$ cat config.mk
export PLATFORM = sky130hd
export DESIGN_NAME = adcc_top
export DESIGN_NICKNAME = d
export VERILOG_FILES = /design/src/rtl/adcc_pkg.sv /design/src/rtl/adcc_divider.sv /design/src/rtl/adcc_route.sv /design/src/rtl/adcc_top.sv
export VERILOG_INCLUDE_DIRS = /design/src /design/src/rtl
export SDC_FILE = /design/constraint.sdc
export NUM_CORES = 1
export LEC_CHECK = 0
export ABC_CLOCK_PERIOD_IN_PS = 3700
export BUFFER_PORTS_ARGS = -buffer_cell sky130_fd_sc_hd__buf_2
export CAP_MARGIN = 20
export CORE_UTILIZATION = 56
export DETAILED_ROUTE_END_ITERATION = 6
export GPL_ROUTABILITY_DRIVEN = 0
export PLACE_DENSITY = 0.76
export SKIP_LAST_GASP = 1
export SLEW_MARGIN = 20
export SYNTH_ARGS = -nofsm -noshare
export SYNTH_HDL_FRONTEND = slang
export SYNTH_SLANG_ARGS = --single-unit
$ cat constraint.sdc
create_clock -name sys_clk -period 3.7 [get_ports sys_clk]
set_clock_uncertainty 0.2 [all_clocks]
set_input_delay 0.185 -clock sys_clk [delete_from_list [all_inputs] [get_ports sys_clk]]
set_output_delay 0.185 -clock sys_clk [all_outputs]
set_load 0.03 [all_outputs]
$ cat src/rtl/adcc_regs.svh
// Purpose: Register offsets, bit positions and reset values for the converter control block
// Assumes: Byte wide register port with a 3-bit address
// Notes: Definitions only
`ifndef ADCC_REGS_SVH
`define ADCC_REGS_SVH
// ----------------------------------------
// Register offsets
// ----------------------------------------
`define ADCC_OFF_RES_HIGH 3'h0
`define ADCC_OFF_RES_LOW 3'h1
`define ADCC_OFF_CTRL0 3'h2
`define ADCC_OFF_CTRL1 3'h3
`define ADCC_OFF_CTRL2 3'h4
`define ADCC_OFF_PINS_A 3'h5
`define ADCC_OFF_PINS_B 3'h6
// ----------------------------------------
// Field positions
// ----------------------------------------
`define ADCC_C0_START 7
`define ADCC_C0_BUSY 6
`define ADCC_C0_EN 5
`define ADCC_C0_JUST 4
`define ADCC_C0_CHAN_HI 2
`define ADCC_C0_CHAN_LO 0
`define ADCC_C1_SRC_HI 7
`define ADCC_C1_SRC_LO 5
`define ADCC_C1_DIV_HI 2
`define ADCC_C1_DIV_LO 0
`define ADCC_C2_AMP 7
`define ADCC_C2_BG 6
`define ADCC_C2_REF_HI 3
`define ADCC_C2_REF_LO 0
// ----------------------------------------
// Reset values
// ----------------------------------------
`define ADCC_RST_BYTE 8'h00
`define ADCC_RST_DIV 7'h00
`endif

$ cat src/rtl/adcc_pkg.sv
// Purpose: Types and shared helpers for the converter control block
// Assumes: Eight-channel variant, 12-bit result
// Notes: Result packing is shared by the logic and its checks
package adcc_pkg;
  // Register port request
  typedef struct packed {
    logic wr;
    logic rd;
    logic [2:0] addr;
    logic [7:0] wdata;
  } adcc_bus_type;
  // Where the converter input comes from
  typedef enum logic [1:0] {ADCC_SRC_PIN, ADCC_SRC_SUPPLY, ADCC_SRC_AMP} adcc_src_type;
  // Where the converter reference comes from
  typedef enum logic [1:0] {ADCC_REF_SUPPLY, ADCC_REF_PIN, ADCC_REF_BANDGAP} adcc_ref_type;
  typedef struct packed {
    adcc_src_type src;
    logic [2:0] chan;
    logic [1:0] scale;
    adcc_ref_type ref_src;
    logic [2:0] ref_mult;
  } adcc_route_type;
  // Answer from the analog core
  typedef struct packed {
    logic done;
    logic [11:0] data;
  } adcc_core_in_type;
  // Controls to the analog core
  typedef struct packed {
    logic enable;
    logic reset;
    logic start;
    logic tick;
    adcc_route_type route;
    logic amp_en;
    logic bg_en;
  } adcc_core_out_type;
  typedef struct packed {
    logic [7:0] high;
    logic [7:0] low;
  } adcc_result_type;
  // Place a 12-bit result in the two bytes, unused bits zero
  function automatic adcc_result_type adcc_pack(input logic just, input logic [11:0] d);
    adcc_result_type r;
    if (just) begin
      r.high = {4'h0, d[11:8]};
      r.low = d[7:0];
    end else begin
      r.high = d[11:4];
      r.low = {d[3:0], 4'h0};
    end
    return r;
  endfunction
endpackage

$ cat src/rtl/adcc_divider.sv
// Purpose: Converter clock tick from the system clock
// Assumes: Divide ratio is two to the power of the select
// Notes: Tick is one sys_clk cycle wide
`timescale 1ns/10ps
`include "adcc_regs.svh"
module adcc_divider import adcc_pkg::*; (
  input wire logic sys_clk, // System clock
  input wire logic rst, // Sync reset, high
  input wire logic run, // Converter enabled
  input wire logic [2:0] sel, // Divide select
  output logic tick // Converter clock tick
);
  typedef struct packed {
    logic [6:0] cnt;
    logic tick;
  } adcc_div_state_type;
  adcc_div_state_type s_reg, s_next; // Divider state
  // Terminal count for a ratio of 2**sel
  function automatic logic [6:0] div_limit(input logic [2:0] v);
    logic [7:0] p;
    p = 8'h01 << v;
    return 7'(p - 8'h01);
  endfunction
  // ----------------------------------------
  // Next state
  // ----------------------------------------
  always_comb begin
    s_next = s_reg;
    s_next.tick = 1'b0;
    if (!run) begin
      s_next.cnt = `ADCC_RST_DIV; // Idle while disabled saves toggling
    end else if (s_reg.cnt >= div_limit(sel)) begin
      s_next.cnt = `ADCC_RST_DIV;
      s_next.tick = 1'b1;
    end else begin
      s_next.cnt = 7'(s_reg.cnt + 7'h01);
    end
  end
  always_ff @(posedge sys_clk) begin
    if (rst) begin
      s_reg <= '0;
    end else begin
      s_reg <= s_next;
    end
  end
  assign tick = s_reg.tick;
endmodule

$ cat src/rtl/adcc_route.sv
// Purpose: Input and reference selection with priority
// Assumes: Select fields come from registers
// Notes: Pure decode, no state
`timescale 1ns/10ps
module adcc_route import adcc_pkg::*; (
  input wire logic [2:0] chan, // External channel select
  input wire logic [2:0] src_sel, // Internal source select
  input wire logic [3:0] ref_sel, // Reference select
  output adcc_route_type route // Decoded routing
);
  // ----------------------------------------
  // Decode
  // ----------------------------------------
  always_comb begin
    route.chan = chan;
    route.scale = 2'(src_sel[1:0] - 2'h1);
    // Internal source overrides the pin
    case (src_sel)
      3'h1, 3'h2, 3'h3: route.src = ADCC_SRC_SUPPLY;
      3'h5, 3'h6, 3'h7: route.src = ADCC_SRC_AMP;
      default: begin
        route.src = ADCC_SRC_PIN;
        route.scale = 2'h0;
      end
    endcase
    route.ref_mult = ref_sel[2:0];
    // Bandgap codes win over the reference pin
    case (ref_sel)
      4'h1, 4'h2, 4'h3, 4'h4: route.ref_src = ADCC_REF_PIN;
      4'hA, 4'hB, 4'hC: route.ref_src = ADCC_REF_BANDGAP;
      default: begin
        route.ref_src = ADCC_REF_SUPPLY;
        route.ref_mult = 3'h1;
      end
    endcase
  end
endmodule

$ cat src/rtl/adcc_top.sv
// Purpose: Control and result registers of a 12-bit converter
// Assumes: Eight-channel variant; analog core answers with a done pulse
// Notes: Byte register port, read data one cycle after the strobe
//
// Local design decisions: the plain strobed port and the register offsets.
`timescale 1ns/10ps
`include "adcc_regs.svh"
module adcc_top import adcc_pkg::*; (
  input wire logic sys_clk, // 20 MHz system clock
  input wire logic rst, // Sync reset, high
  input adcc_bus_type bus, // Register port request
  output logic [7:0] rdata, // Read data, one cycle late
  input adcc_core_in_type core_i, // Done and data from core
  output adcc_core_out_type core_o, // Controls to core
  output logic conv_irq, // Interrupt request pulse
  output logic [7:0] pa_analog, // Port A pins cut from I/O
  output logic [7:0] pb_analog, // Port B pins cut from I/O
  output logic [7:0] pa_pullup_off, // Port A pull-ups removed
  output logic [7:0] pb_pullup_off // Port B pull-ups removed
);
  // ----------------------------------------
  // State
  // ----------------------------------------
  typedef struct packed {
    logic start; // Start bit as written
    logic busy; // Conversion running
    logic enable; // Converter powered
    logic justify; // Result format
    logic [2:0] chan; // External channel
    logic [2:0] src_sel; // Internal source
    logic [2:0] div_sel; // Clock divide select
    logic amp_en; // Amplifier enable
    logic bg_en; // Bandgap buffer enable
    logic [3:0] ref_sel; // Reference select
    logic [7:0] pins_a; // Port A analog selects
    logic [7:0] pins_b; // Port B analog selects
    adcc_result_type result; // Stored result bytes
    logic [7:0] rdata; // Read data register
    adcc_core_out_type core; // Core controls
    logic irq; // Interrupt pulse
    logic [7:0] pa_an; // Port A cut registers
    logic [7:0] pb_an; // Port B cut registers
  } adcc_state_type;
  adcc_state_type s_reg, s_next; // Block state
  adcc_route_type route_w; // Decoded routing
  logic tick_w; // Divider tick
  logic wr_c0; // Write to primary control
  logic new_start; // Start bit being written
  logic start_rise; // Start 0 to 1
  logic start_fall; // Start 1 to 0
  // ----------------------------------------
  // Sub blocks
  // ----------------------------------------
  // Routing priority decode
  adcc_route u_route (
    .chan(s_reg.chan),
    .src_sel(s_reg.src_sel),
    .ref_sel(s_reg.ref_sel),
    .route(route_w)
  );
  // Converter clock; runs only while enabled
  adcc_divider u_div (
    .sys_clk(sys_clk),
    .rst(rst),
    .run(s_reg.enable),
    .sel(s_reg.div_sel),
    .tick(tick_w)
  );
  // ----------------------------------------
  // Start edge detect
  // ----------------------------------------
  // Edges come from the written value, not from a pin
  always_comb begin
    wr_c0 = bus.wr && (bus.addr == `ADCC_OFF_CTRL0);
    new_start = bus.wdata[`ADCC_C0_START];
    start_rise = wr_c0 && !s_reg.start && new_start;
    start_fall = wr_c0 && s_reg.start && !new_start;
  end
  // ----------------------------------------
  // Next state
  // ----------------------------------------
  always_comb begin
    s_next = s_reg;
    s_next.core.reset = 1'b0; // Pulses last one cycle
    s_next.core.start = 1'b0;
    s_next.irq = 1'b0;
    s_next.rdata = `ADCC_RST_BYTE;
    // Register writes
    if (bus.wr) begin
      case (bus.addr)
        `ADCC_OFF_CTRL0: begin
          // Busy position is not taken from the bus
          s_next.start = bus.wdata[`ADCC_C0_START];
          s_next.enable = bus.wdata[`ADCC_C0_EN];
          s_next.justify = bus.wdata[`ADCC_C0_JUST];
          s_next.chan = bus.wdata[`ADCC_C0_CHAN_HI:`ADCC_C0_CHAN_LO];
        end
        `ADCC_OFF_CTRL1: begin
          s_next.src_sel = bus.wdata[`ADCC_C1_SRC_HI:`ADCC_C1_SRC_LO];
          s_next.div_sel = bus.wdata[`ADCC_C1_DIV_HI:`ADCC_C1_DIV_LO];
        end
        `ADCC_OFF_CTRL2: begin
          s_next.amp_en = bus.wdata[`ADCC_C2_AMP];
          s_next.bg_en = bus.wdata[`ADCC_C2_BG];
          s_next.ref_sel = bus.wdata[`ADCC_C2_REF_HI:`ADCC_C2_REF_LO];
        end
        `ADCC_OFF_PINS_A: s_next.pins_a = bus.wdata;
        `ADCC_OFF_PINS_B: s_next.pins_b = bus.wdata;
        default: begin
          // Result bytes and holes ignore writes
        end
      endcase
    end
    // Conversion sequencing; a rising start edge, or a falling one while enabled, outranks a done
    if (start_rise) begin
      s_next.busy = 1'b0;
      s_next.core.reset = 1'b1;
    end else if (start_fall && s_next.enable) begin
      s_next.busy = 1'b1;
      s_next.core.start = 1'b1;
    end else if (core_i.done && s_reg.busy) begin
      s_next.busy = 1'b0;
      s_next.irq = 1'b1;
      // Format as it stands now
      s_next.result = adcc_pack(s_reg.justify, core_i.data);
    end else if (!s_next.enable) begin
      // Powered down: no done will come, result kept
      s_next.busy = 1'b0;
    end
    // Register reads
    if (bus.rd) begin
      case (bus.addr)
        `ADCC_OFF_RES_HIGH: s_next.rdata = s_reg.result.high;
        `ADCC_OFF_RES_LOW: s_next.rdata = s_reg.result.low;
        `ADCC_OFF_CTRL0: begin
          // Busy reads back the live flag
          s_next.rdata = {s_reg.start, s_reg.busy, s_reg.enable, s_reg.justify,
                          1'b0, s_reg.chan};
        end
        `ADCC_OFF_CTRL1: s_next.rdata = {s_reg.src_sel, 2'h0, s_reg.div_sel};
        `ADCC_OFF_CTRL2: begin
          s_next.rdata = {s_reg.amp_en, s_reg.bg_en, 2'h0, s_reg.ref_sel};
        end
        `ADCC_OFF_PINS_A: s_next.rdata = s_reg.pins_a;
        `ADCC_OFF_PINS_B: s_next.rdata = s_reg.pins_b;
        default: s_next.rdata = `ADCC_RST_BYTE; // Unmapped reads zero
      endcase
    end
    // Core controls, registered so outputs come from flops
    s_next.core.enable = s_next.enable;
    s_next.core.tick = tick_w;
    s_next.core.route = route_w;
    s_next.core.amp_en = s_reg.amp_en;
    s_next.core.bg_en = s_reg.bg_en;
    // Analog pins drop I/O and pull-up
    s_next.pa_an = s_reg.pins_a;
    s_next.pb_an = s_reg.pins_b;
  end
  // ----------------------------------------
  // State register
  // ----------------------------------------
  // All control bits come up zero
  always_ff @(posedge sys_clk) begin
    if (rst) begin
      s_reg <= '0;
    end else begin
      s_reg <= s_next;
    end
  end
  // ----------------------------------------
  // Outputs
  // ----------------------------------------
  assign rdata = s_reg.rdata;
  assign core_o = s_reg.core;
  assign conv_irq = s_reg.irq;
  assign pa_analog = s_reg.pa_an;
  assign pb_analog = s_reg.pb_an;
  // Same flops: a pull-up is never left on an analog pin
  assign pa_pullup_off = s_reg.pa_an;
  assign pb_pullup_off = s_reg.pb_an;
  // ----------------------------------------
  // Checks
  // ----------------------------------------
  // Rising start resets the core and clears busy
  property p_start_rise;
    @(posedge sys_clk) disable iff (rst)
      start_rise |=> (!s_reg.busy && core_o.reset && !core_o.start);
  endproperty
  a_start_rise: assert property (p_start_rise)
    else $error("start rise did not reset core");
  // Falling start while enabled launches a run
  property p_start_fall;
    @(posedge sys_clk) disable iff (rst)
      (start_fall && bus.wdata[`ADCC_C0_EN]) |=> (s_reg.busy && core_o.start);
  endproperty
  a_start_fall: assert property (p_start_fall)
    else $error("start fall did not launch");
  // Falling start while disabled launches nothing
  property p_no_launch;
    @(posedge sys_clk) disable iff (rst)
      (start_fall && !bus.wdata[`ADCC_C0_EN]) |=> (!core_o.start && !s_reg.busy);
  endproperty
  a_no_launch: assert property (p_no_launch)
    else $error("launch while disabled");
  // Done loads the result in the current format and pulses the request
  property p_done_load;
    @(posedge sys_clk) disable iff (rst)
      (core_i.done && s_reg.busy && !bus.wr) |=>
        (!s_reg.busy && conv_irq &&
         s_reg.result == adcc_pack($past(s_reg.justify), $past(core_i.data)));
  endproperty
  a_done_load: assert property (p_done_load)
    else $error("result not loaded at end");
  // Unused result bits are zero after a load
  property p_zero_bits;
    @(posedge sys_clk) disable iff (rst)
      conv_irq |-> ($past(s_reg.justify) ? (s_reg.result.high[7:4] == 4'h0)
                                         : (s_reg.result.low[3:0] == 4'h0));
  endproperty
  a_zero_bits: assert property (p_zero_bits)
    else $error("unused result bits set");
  // Disabling leaves the result untouched
  property p_keep_result;
    @(posedge sys_clk) disable iff (rst)
      (wr_c0 && !bus.wdata[`ADCC_C0_EN] && !core_i.done) |=> $stable(s_reg.result);
  endproperty
  a_keep_result: assert property (p_keep_result)
    else $error("result changed on disable");
  // High byte read returns the stored byte one cycle later
  property p_read_high;
    @(posedge sys_clk) disable iff (rst)
      (bus.rd && bus.addr == `ADCC_OFF_RES_HIGH) |=> (rdata == $past(s_reg.result.high));
  endproperty
  a_read_high: assert property (p_read_high)
    else $error("result read wrong");
  // Amplifier codes route the amplifier two cycles after the write
  property p_amp_route;
    @(posedge sys_clk) disable iff (rst)
      (bus.wr && bus.addr == `ADCC_OFF_CTRL1 && bus.wdata[7] && bus.wdata[6:5] != 2'h0)
        |=> ##1 (core_o.route.src == ADCC_SRC_AMP);
  endproperty
  a_amp_route: assert property (p_amp_route)
    else $error("internal source not chosen");
  // Bandgap codes always pick the bandgap
  property p_bg_ref;
    @(posedge sys_clk) disable iff (rst)
      (s_reg.ref_sel inside {4'hA, 4'hB, 4'hC}) |=> (core_o.route.ref_src == ADCC_REF_BANDGAP);
  endproperty
  a_bg_ref: assert property (p_bg_ref)
    else $error("bandgap not chosen");
  // Analog pin select reaches both cut outputs
  property p_pins;
    @(posedge sys_clk) disable iff (rst)
      1'b1 |=> (pa_analog == $past(s_reg.pins_a) && pb_pullup_off == $past(s_reg.pins_b));
  endproperty
  a_pins: assert property (p_pins)
    else $error("pin cut late");
endmodule

# Yosys cells after proc, flatten, opt, wreduce, memory -nomap -nowiden
# Index checks and enable logic that the tools add are counted.
# word_totals
in_bits	28
ff_bits	101
# op_classes
shifts	1
bitwise	6
addsub	3
n_eq_ne	20
reduce_logical	29
order_cmp	1
n_mux	18
# op_table
op	n
$pmux 8 s7	1
$mux 33	1
$eq 3x3->1 const B	6
$mux 16	1
$mux 8	2
$reduce_or 3->1	5
$eq 3x2->1 const B	4
$eq 4x4->1 const B	3
$mux 6	2
$reduce_and 2->1	5
$reduce_or 2->1	5
$eq 4x2->1 const B	2
$mux 1	8
$pmux 2 s2	2
$add 7x1->7 const B	1
$ge 7x7->1	1
$logic_and 1x1->1	7
$reduce_or 7->1	1
$shl 1x3->7 const A	1
$sub 7x1->7 const B	1
$eq 3x1->1 const B	2
$not 1->1	6
$reduce_or 6->1	1
$mux 5	1
other kinds (8)	9

# Logic depth before layout (Yosys ltp)
# Gate-level depths: netlist of the first run.
# depth
ltp_word	7
depth_mapped	13
depth_no_buf	11

# Modules after synthesis
# Synthesis of the first run repeated with hierarchy kept, for this count alone.
# unflattened
hier_cells	491
area_unflattened_um2	4687.0
# modules_own_cells
module	n_inst	seq_area_each_um2	cells_each	area_per_inst_um2
adcc_top	1	1861.8	417	4036.4
adcc_divider	1	160.2	53	496.7
adcc_route	1	0.0	21	153.9

# Worst setup path before layout of the first run
# Ideal clock, no wire load.
# synth_path
path_kind	register -> register
from	register s_reg[81] (netlist bit)
to	register u_div.s_reg (netlist bit u_div.tick)
t_arrival_ns	2.383
n_path_buf	2
setup_slack_ns	0.996
path_stages_with_launch	12
cell_sequence	dfxtp_1 -> clkbuf_1 -> or3_1 -> ha_1 -> clkbuf_1 -> nor3_1 -> a21o_1 -> a21oi_1 -> ha_1 -> and4_1 -> and2_1 -> o311a_1
# synth_via
elab_chain_len	4
# synth_rtl
item	line_no	rtl
start, declared	adcc_top.sv:44	adcc_state_type s_reg, s_next;
start signal, assigned	adcc_top.sv:167	s_reg <= s_next;
$shl 1x3->7	adcc_divider.sv:21	p = 8'h01 << v;
$sub 7x1->7	adcc_divider.sv:22	return 7'(p - 8'h01);
$ge 7x7->1	adcc_divider.sv:32	end else if (s_reg.cnt >= div_limit(sel)) begin
$mux 1	adcc_divider.sv:32	
end signal, assigned	adcc_divider.sv:43	s_reg <= s_next;
end, declared	adcc_divider.sv:17	adcc_div_state_type s_reg, s_next;
# No other way between the ends.
# A chain may end at the register's enable or synchronous reset.

# Final worst setup path of the first run
# layout_path
from	register s_reg[81] (netlist bit)
to	register u_div.s_reg[5] (netlist bit)
# layout_via
elab_chain_len	4
# layout_rtl
item	line_no
$shl 1x3->7	adcc_divider.sv:21
$sub 7x1->7	adcc_divider.sv:22
$ge 7x7->1	adcc_divider.sv:32
$reduce_or 3->1 (no line)	--
# No other way between the ends.

==> impl_metrics.csv, run 1 <==
group,metric,value,unit
global_route,grt_pass1_wl,16090,um
outcome,status,"complete, no violations",
worst_setup_path,crit_type,"reg2reg",
placement,placed_area,4721,um2
clock_network,cts_resized,0,
logic_synthesis,synth_edf_count,0,
cells_and_area,drive_above_1_share,23.46,%
logic_synthesis,syn_area,4767,um2
run,cap_violations,0,
clock_network,cts_buffers,9,
power,switchingPower,0.4868,mW
clock_network,root_buffer,"clkbuf_8",
route,drt_iter0_drc,186,
cells_and_area,area_delta_synth_final,7.480,%
worst_setup_path,critPathArrivalTime,2.83,ns
sta,rsz0062_at_grt,"false",
cells_and_area,layout.nets,573,
clock_network,clk_pin_slew,0.09,ns
worst_setup_path,worstPathRequired,3.76,ns
power,p_leak,2.176,nW
floorplan,die_h,94.27,um
clock_network,htreeDepth,3,
clock_network,clock_latency,0.37,ns
sta,period_share,74.80,%
sta,fin_setup_tns,0,ns
power,power_frac_comb,8.4,%
placement,pre_cts_slack,0.9816,ns
sta,slew-limit-headroom,33.01,%
logic_synthesis,syn_area_per_cell,9.440,um2
cells_and_area,stdcell_count,642,
sta,fin_ws,0.9324,ns
power,p_sw_share,23.69,%
global_route,grt.overflow.total,0,
logic_synthesis,syn_nets,546,
logic_synthesis,synthMostInstantiatedCell,"dfxtp_1",
floorplan,die_area,8886,um2
worst_setup_path,crit_slowest_cell,"or3_1",
route,vias,3497,
route,drt_wl_total,10010,um
sta,setup_viol,0,
floorplan,start_util,58.02,%
worst_setup_path,cp_common_cell,"ha_1",
power,power.density,401.1,nW/um2
worst_setup_path,start_kind,"flop",
cells_and_area,largest_reg_flops,32,
logic_synthesis,async_reset_ff_share,0,%
logic_synthesis,ys_top_cells_by_count,"dfxtp_1 (101), buf_4 (59), nand2_1 (43)",
power,p_clk_share,37.5,%
global_route,grt_start_max_net_pins,30,
logic_synthesis,synth_ff_type,"dfxtp_1",
route,first_pass_iters,4,
route,drc,0,
worst_setup_path,crit_chain,"or3_1 -> ha_1 -> nor3_1 -> a21o_1 -> a21oi_1 -> ha_1 -> nand3_1 -> a21boi_0 -> a211o_1 -> nor2_1",
sta,hold_viol,0,
floorplan,die_w,94.27,um
power,seqPwrFrac,54.1,%
clock_network,cts_tree,"yes",
route,vias_per_cell,5.447,
global_route,grt_usage,23.75,%
logic_synthesis,syn-instance-count,505,
clock_network,clk_path_buf_depth,2,
sta,period_needed,2.768,ns
worst_setup_path,end_kind,"flop",
logic_synthesis,synth_area_leaders,"dfxtp_1 (42%), buf_4 (9.3%), mux2i_1 (6.5%)",
logic_synthesis,yosysUniqueCellTypes,60,
sta,clock.fmax,0.3613,GHz
cells_and_area,design_area,5124,um2
route,routedWlPerCell,15.58,um
placement,port_buffers,86,
global_route,grt_pass1_vias,3216,
global_route,antenna_found_initial,0,
cells_and_area,utilization,62.36,%
route,antenna_left,0,
cells_and_area,antenna_cells,0,
floorplan,io_pins,87,
placement,dp_cells,608,
worst_setup_path,max_stage_delay,0.44,ns
floorplan,core,8217,um2
worst_setup_path,crit_fanout,8,
logic_synthesis,ys_ff_latch,101,
logic_synthesis,yosys_warnings,0,
power,ir_worst_vdd,0.0002563,V
clock_network,clock-sinks,101,
floorplan,rows,33,
sta,worst-slew-pin-transition,1.001,ns
logic_synthesis,yosysSeqAreaShare,42.41,%
logic_synthesis,yosys.area.top_type,"dfxtp_1",
logic_synthesis,synth.top_cell.area_share,42.41,%
clock_network,post_cts_buffers,0,
min_path,worstHoldPathType,"in2reg",
sta,drv_slew,0,
placement,hpwl,6971,um
power,intPower,1.568,mW
==> per-layer routing <==
layer / wire [um] / part of all wire (%) / vias up / GRT usage [%]
met2: 4840 / 48 / 107 / 39.37
met3: 556 / 5.6 / 13 / 3.560
met4: 171 / 1.7 / 0 / 8.846
met5: 0 / 0 / - / 0
met1: 4437 / 44 / 1660 / 31.03
li1: - / - / 1717 / -
==> path summary, 6_finish.rpt <==
kind | from | end | slack [ns] | depth (start not counted)
max | s_reg[81] | u_div.s_reg[5] | 0.93 | 10
max reg2reg | s_reg[81] | u_div.s_reg[5] | 0.93 | 10
min | core_i[6] | s_reg[53] | 0.01 | 3
min reg2reg | u_div.tick | core_o[14] | 0.25 | 1
==> cells by family (layout without fill, tap and decap cells) <==
group	Yosys count	after routing	synth area share, %
adders and majority gates	13	13	3.412
muxes	39	39	8.950
xor gates and xnor gates	9	9	1.654
AOI/OAI and AO/OA	81	81	12.13
DFF	101	101	42.41
and+or+nand+nor	164	164	17.74
buffers and inverters	98	130	13.70
==> cell usage in the layout, fill, tap and decap left out, types with 7 or more instances in the layout <==
| cell | count |
|---|---|
| nor2_1 | 40 |
| nand2_1 | 43 |
| nor3_1 | 10 |
| mux2i_1 | 31 |
| ha_1 | 13 |
| nand3_1 | 11 |
| inv_1 | 7 |
| clkbuf_8 | 10 |
| nand4_1 | 8 |
| a21oi_1 | 31 |
| nor2b_1 | 25 |
| dfxtp_1 | 101 |
| a22oi_1 | 7 |
| dlygate4sd3_1 | 18 |
| buf_2 | 86 |
==> what timing repair did <==
action / CTS / global route
hold buffers: 18 / 0
setup endpoints to repair: 0 / 0
hold endpoints to repair: 43 / 0
==> metrics by stage <==
step / power (mW) / hold WS [ns]
floorplan: 1.258 / 0.1210
global placement: 1.290 / 0.2348
detailed placement: 1.294 / 0.2294
CTS: 2.067 / 0.0004280
global route: 2.125 / 0.01895
finish: 2.055 / 0.01098
==> worst max-delay path: cells and delay by family (launching register included) <==
family	cells	cell delay, ns
AOI/OAI and AO/OA	4	0.71
DFF	1	0.39
adders and majority gates	2	0.59
and+or+nand+nor	4	0.79
==> final cells by class <==
type                            count  area [um2]
Timing Repair Buffer              106       625.6
Sequential cell                   101        2022
Inverter                            8       30.03
Clock buffer                       11       141.4
Tap cell                          105       131.4
Multi-Input combinational cell    306        2092
Clock inverter                      5       81.33
Fill cell                         726        3093
==> power groups by stage <==
stage          sequential (mW)  clock, mW  combinational (mW)
4_1_cts                   1.11      0.783               0.172
3_5_place_dp              1.14          0               0.157
6_report                  1.11      0.770               0.173
5_1_grt                   1.11      0.822               0.189
3_3_place_gp              1.14          0               0.153
2_1_floorplan             1.13          0               0.126
(Power assumes the default switching activity.)
==> inputs of run 2 (changes only) <==
--- a/config.mk
+++ b/config.mk
@@ -6,7 +6,7 @@
 export SDC_FILE = /design/constraint.sdc
 export NUM_CORES = 1
 export LEC_CHECK = 0
-export ABC_CLOCK_PERIOD_IN_PS = 3700
+export ABC_CLOCK_PERIOD_IN_PS = 2800
 export BUFFER_PORTS_ARGS = -buffer_cell sky130_fd_sc_hd__buf_2
 export CAP_MARGIN = 20
 export CORE_UTILIZATION = 56
==> constraint.sdc (replaced) <==
create_clock -name sys_clk -period 2.8 [get_ports sys_clk]
set_clock_uncertainty 0.2 [all_clocks]
set_input_delay 0.14 -clock sys_clk [delete_from_list [all_inputs] [get_ports sys_clk]]
set_output_delay 0.14 -clock sys_clk [all_outputs]
set_load 0.03 [all_outputs]
==> impl_metrics.csv, run 2 (synthesis gave the netlist of run 1 again) <==
group,metric,value,unit
global_route,grt_pass1_vias,3210,
floorplan,die_area,8886,um2
placement,hpwl,6804,um
clock_network,cts_buffers,9,
clock_network,htreeDepth,3,
cells_and_area,layout.nets,580,
cells_and_area,design_area,5169,um2
power,power_frac_comb,8.9,%
sta,fin_setup_tns,0,ns
route,antenna_left,0,
power,intPower,2.012,mW
global_route,grt_usage,22.79,%
clock_network,clock_latency,0.37,ns
sta,rsz0062_at_grt,"false",
floorplan,io_pins,87,
cells_and_area,drive_above_1_share,23.71,%
power,switchingPower,0.6223,mW
floorplan,core,8217,um2
route,vias,3504,
cells_and_area,largest_reg_flops,32,
global_route,antenna_found_initial,0,
sta,setup_viol,0,
power,ir_worst_vdd,0.0002542,V
route,drc,0,
cells_and_area,antenna_cells,0,
global_route,grt_pass1_wl,15530,um
worst_setup_path,crit_type,"reg2reg",
sta,drv_slew,0,
worst_setup_path,start_kind,"flop",
floorplan,start_util,58.02,%
route,drt_iter0_drc,128,
global_route,grt_start_max_net_pins,57,
cells_and_area,layout_commonest_cell,"dfxtp_1",
sta,hold_viol,0,
outcome,status,"complete, no violations",
sta,period_share,94.25,%
sta,period_needed,2.639,ns
power,p_sw_share,23.62,%
clock_network,post_cts_buffers,0,
worst_setup_path,end_kind,"flop",
clock_network,clk_path_buf_depth,2,
sta,clock.fmax,0.3789,GHz
worst_setup_path,crit_fanout,8,
placement,port_buffers,86,
route,vias_per_cell,5.399,
min_path,worstHoldPathType,"in2reg",
route,first_pass_iters,5,
power,p_clk_share,35.3,%
clock_network,clock-sinks,101,
global_route,grt.overflow.total,0,
worst_setup_path,critPathArrivalTime,2.69,ns
power,seqPwrFrac,55.7,%
cells_and_area,layout_common_cells,"dfxtp_1 (101), buf_2 (86), nand2_1 (43)",
clock_network,cts_tree,"yes",
worst_setup_path,worstPathRequired,2.85,ns
cells_and_area,regArea,2022,um2
cells_and_area,area_delta_synth_final,8.425,%
power,power.density,509.6,nW/um2
floorplan,die_w,94.27,um
sta,slew-limit-headroom,32.29,%
run,cap_violations,0,
route,drt_wl_total,9586,um
floorplan,rows,33,
sta,worst-slew-pin-transition,1.012,ns
cells_and_area,nFillCells,709,
cells_and_area,multiInputGateArea,2095,um2
placement,placed_area,4743,um2
floorplan,die_h,94.27,um
clock_network,clk_pin_slew,0.09,ns
clock_network,root_buffer,"clkbuf_8",
route,routedWlPerCell,14.77,um
power,p_leak,2.201,nW
run 2: cell count changes in the layout (fill, tap and decap cells not counted):
cell / delta
ha_2: +1
bufinv_16: -1
clkinv_4: +1
a21boi_0: -1
clkbuf_1: +1
inv_6: -1
dlygate4sd3_1: +4
a21boi_1: +1
clkbuf_8: +1
buf_4: +3
ha_1: -1
clkinvlp_4: -1
run 2: routing by layer:
| metal | global-route usage (%) | share of wire, % | wire, um |
|---|---|---|---|
| met1 | 29.47 | 45 | 4286 |
| met5 | 0 | 0 | 0 |
| met3 | 4.369 | 5.6 | 538 |
| met2 | 37.56 | 48 | 4595 |
| met4 | 8.205 | 1.7 | 165 |
run 2: final timing paths:
check	startpoint	end	slack [ns]	cells after the start
min	bus[10]	core_o[15]	0.06	3
max	s_reg[82]	u_div.tick	0.16	9
min reg2reg	u_div.tick	core_o[14]	0.25	1
max reg2reg	s_reg[82]	u_div.tick	0.16	9
run 2: through the flow:
stage | power, mW | cells | hold WS, ns | util [%] | setup WS (ns)
5_1_grt | 2.728 | 649 | 0.07078 | 62.91 | 0.02824
6_report | 2.634 | 649 | 0.06171 | 62.91 | 0.1611
3_3_place_gp | 1.706 | 611 | 0.2003 | 57.73 | 0.2263
4_1_cts | 2.645 | 649 | 0.05918 | 62.88 | 0.1101
2_1_floorplan | 1.662 | 505 | 0.07597 | - | 0.09576
3_5_place_dp | 1.711 | 611 | 0.2104 | 57.73 | 0.1290
run 2: area by class of cell:
class,count,area share (%)
repair buffers,113,13.31
clock buffers,13,3.074
clock inverters,3,0.8473
multi-input cells,306,40.52
inverters,8,0.5810
well taps,105,2.542
flip-flops and latches,101,39.12
run 2: worst max-delay path: stages (launching register included):
cell and delay (ns):
dfxtp_1 0.38, or3_1 0.40, ha_2 0.23, nor3_1 0.14
a21o_1 0.12, a21oi_1 0.07, ha_1 0.30, and4_1 0.20
and2_1 0.15, o311a_1 0.33
run 2: power groups by stage:
stage | registers (mW) | clock network (mW) | logic [mW]
final | 1.47 | 0.931 | 0.235
after global placement | 1.50 | 0 | 0.205
after global routing | 1.47 | 1.00 | 0.254
after CTS | 1.47 | 0.943 | 0.233
after floorplan | 1.50 | 0 | 0.167
after detailed placement | 1.50 | 0 | 0.209
run 2: repair_timing:
action	4_1_cts	5_1_grt
hold endpoints to repair	60	0
hold buffers	22	0
gates resized for setup	0	2
setup endpoints to repair	0	8
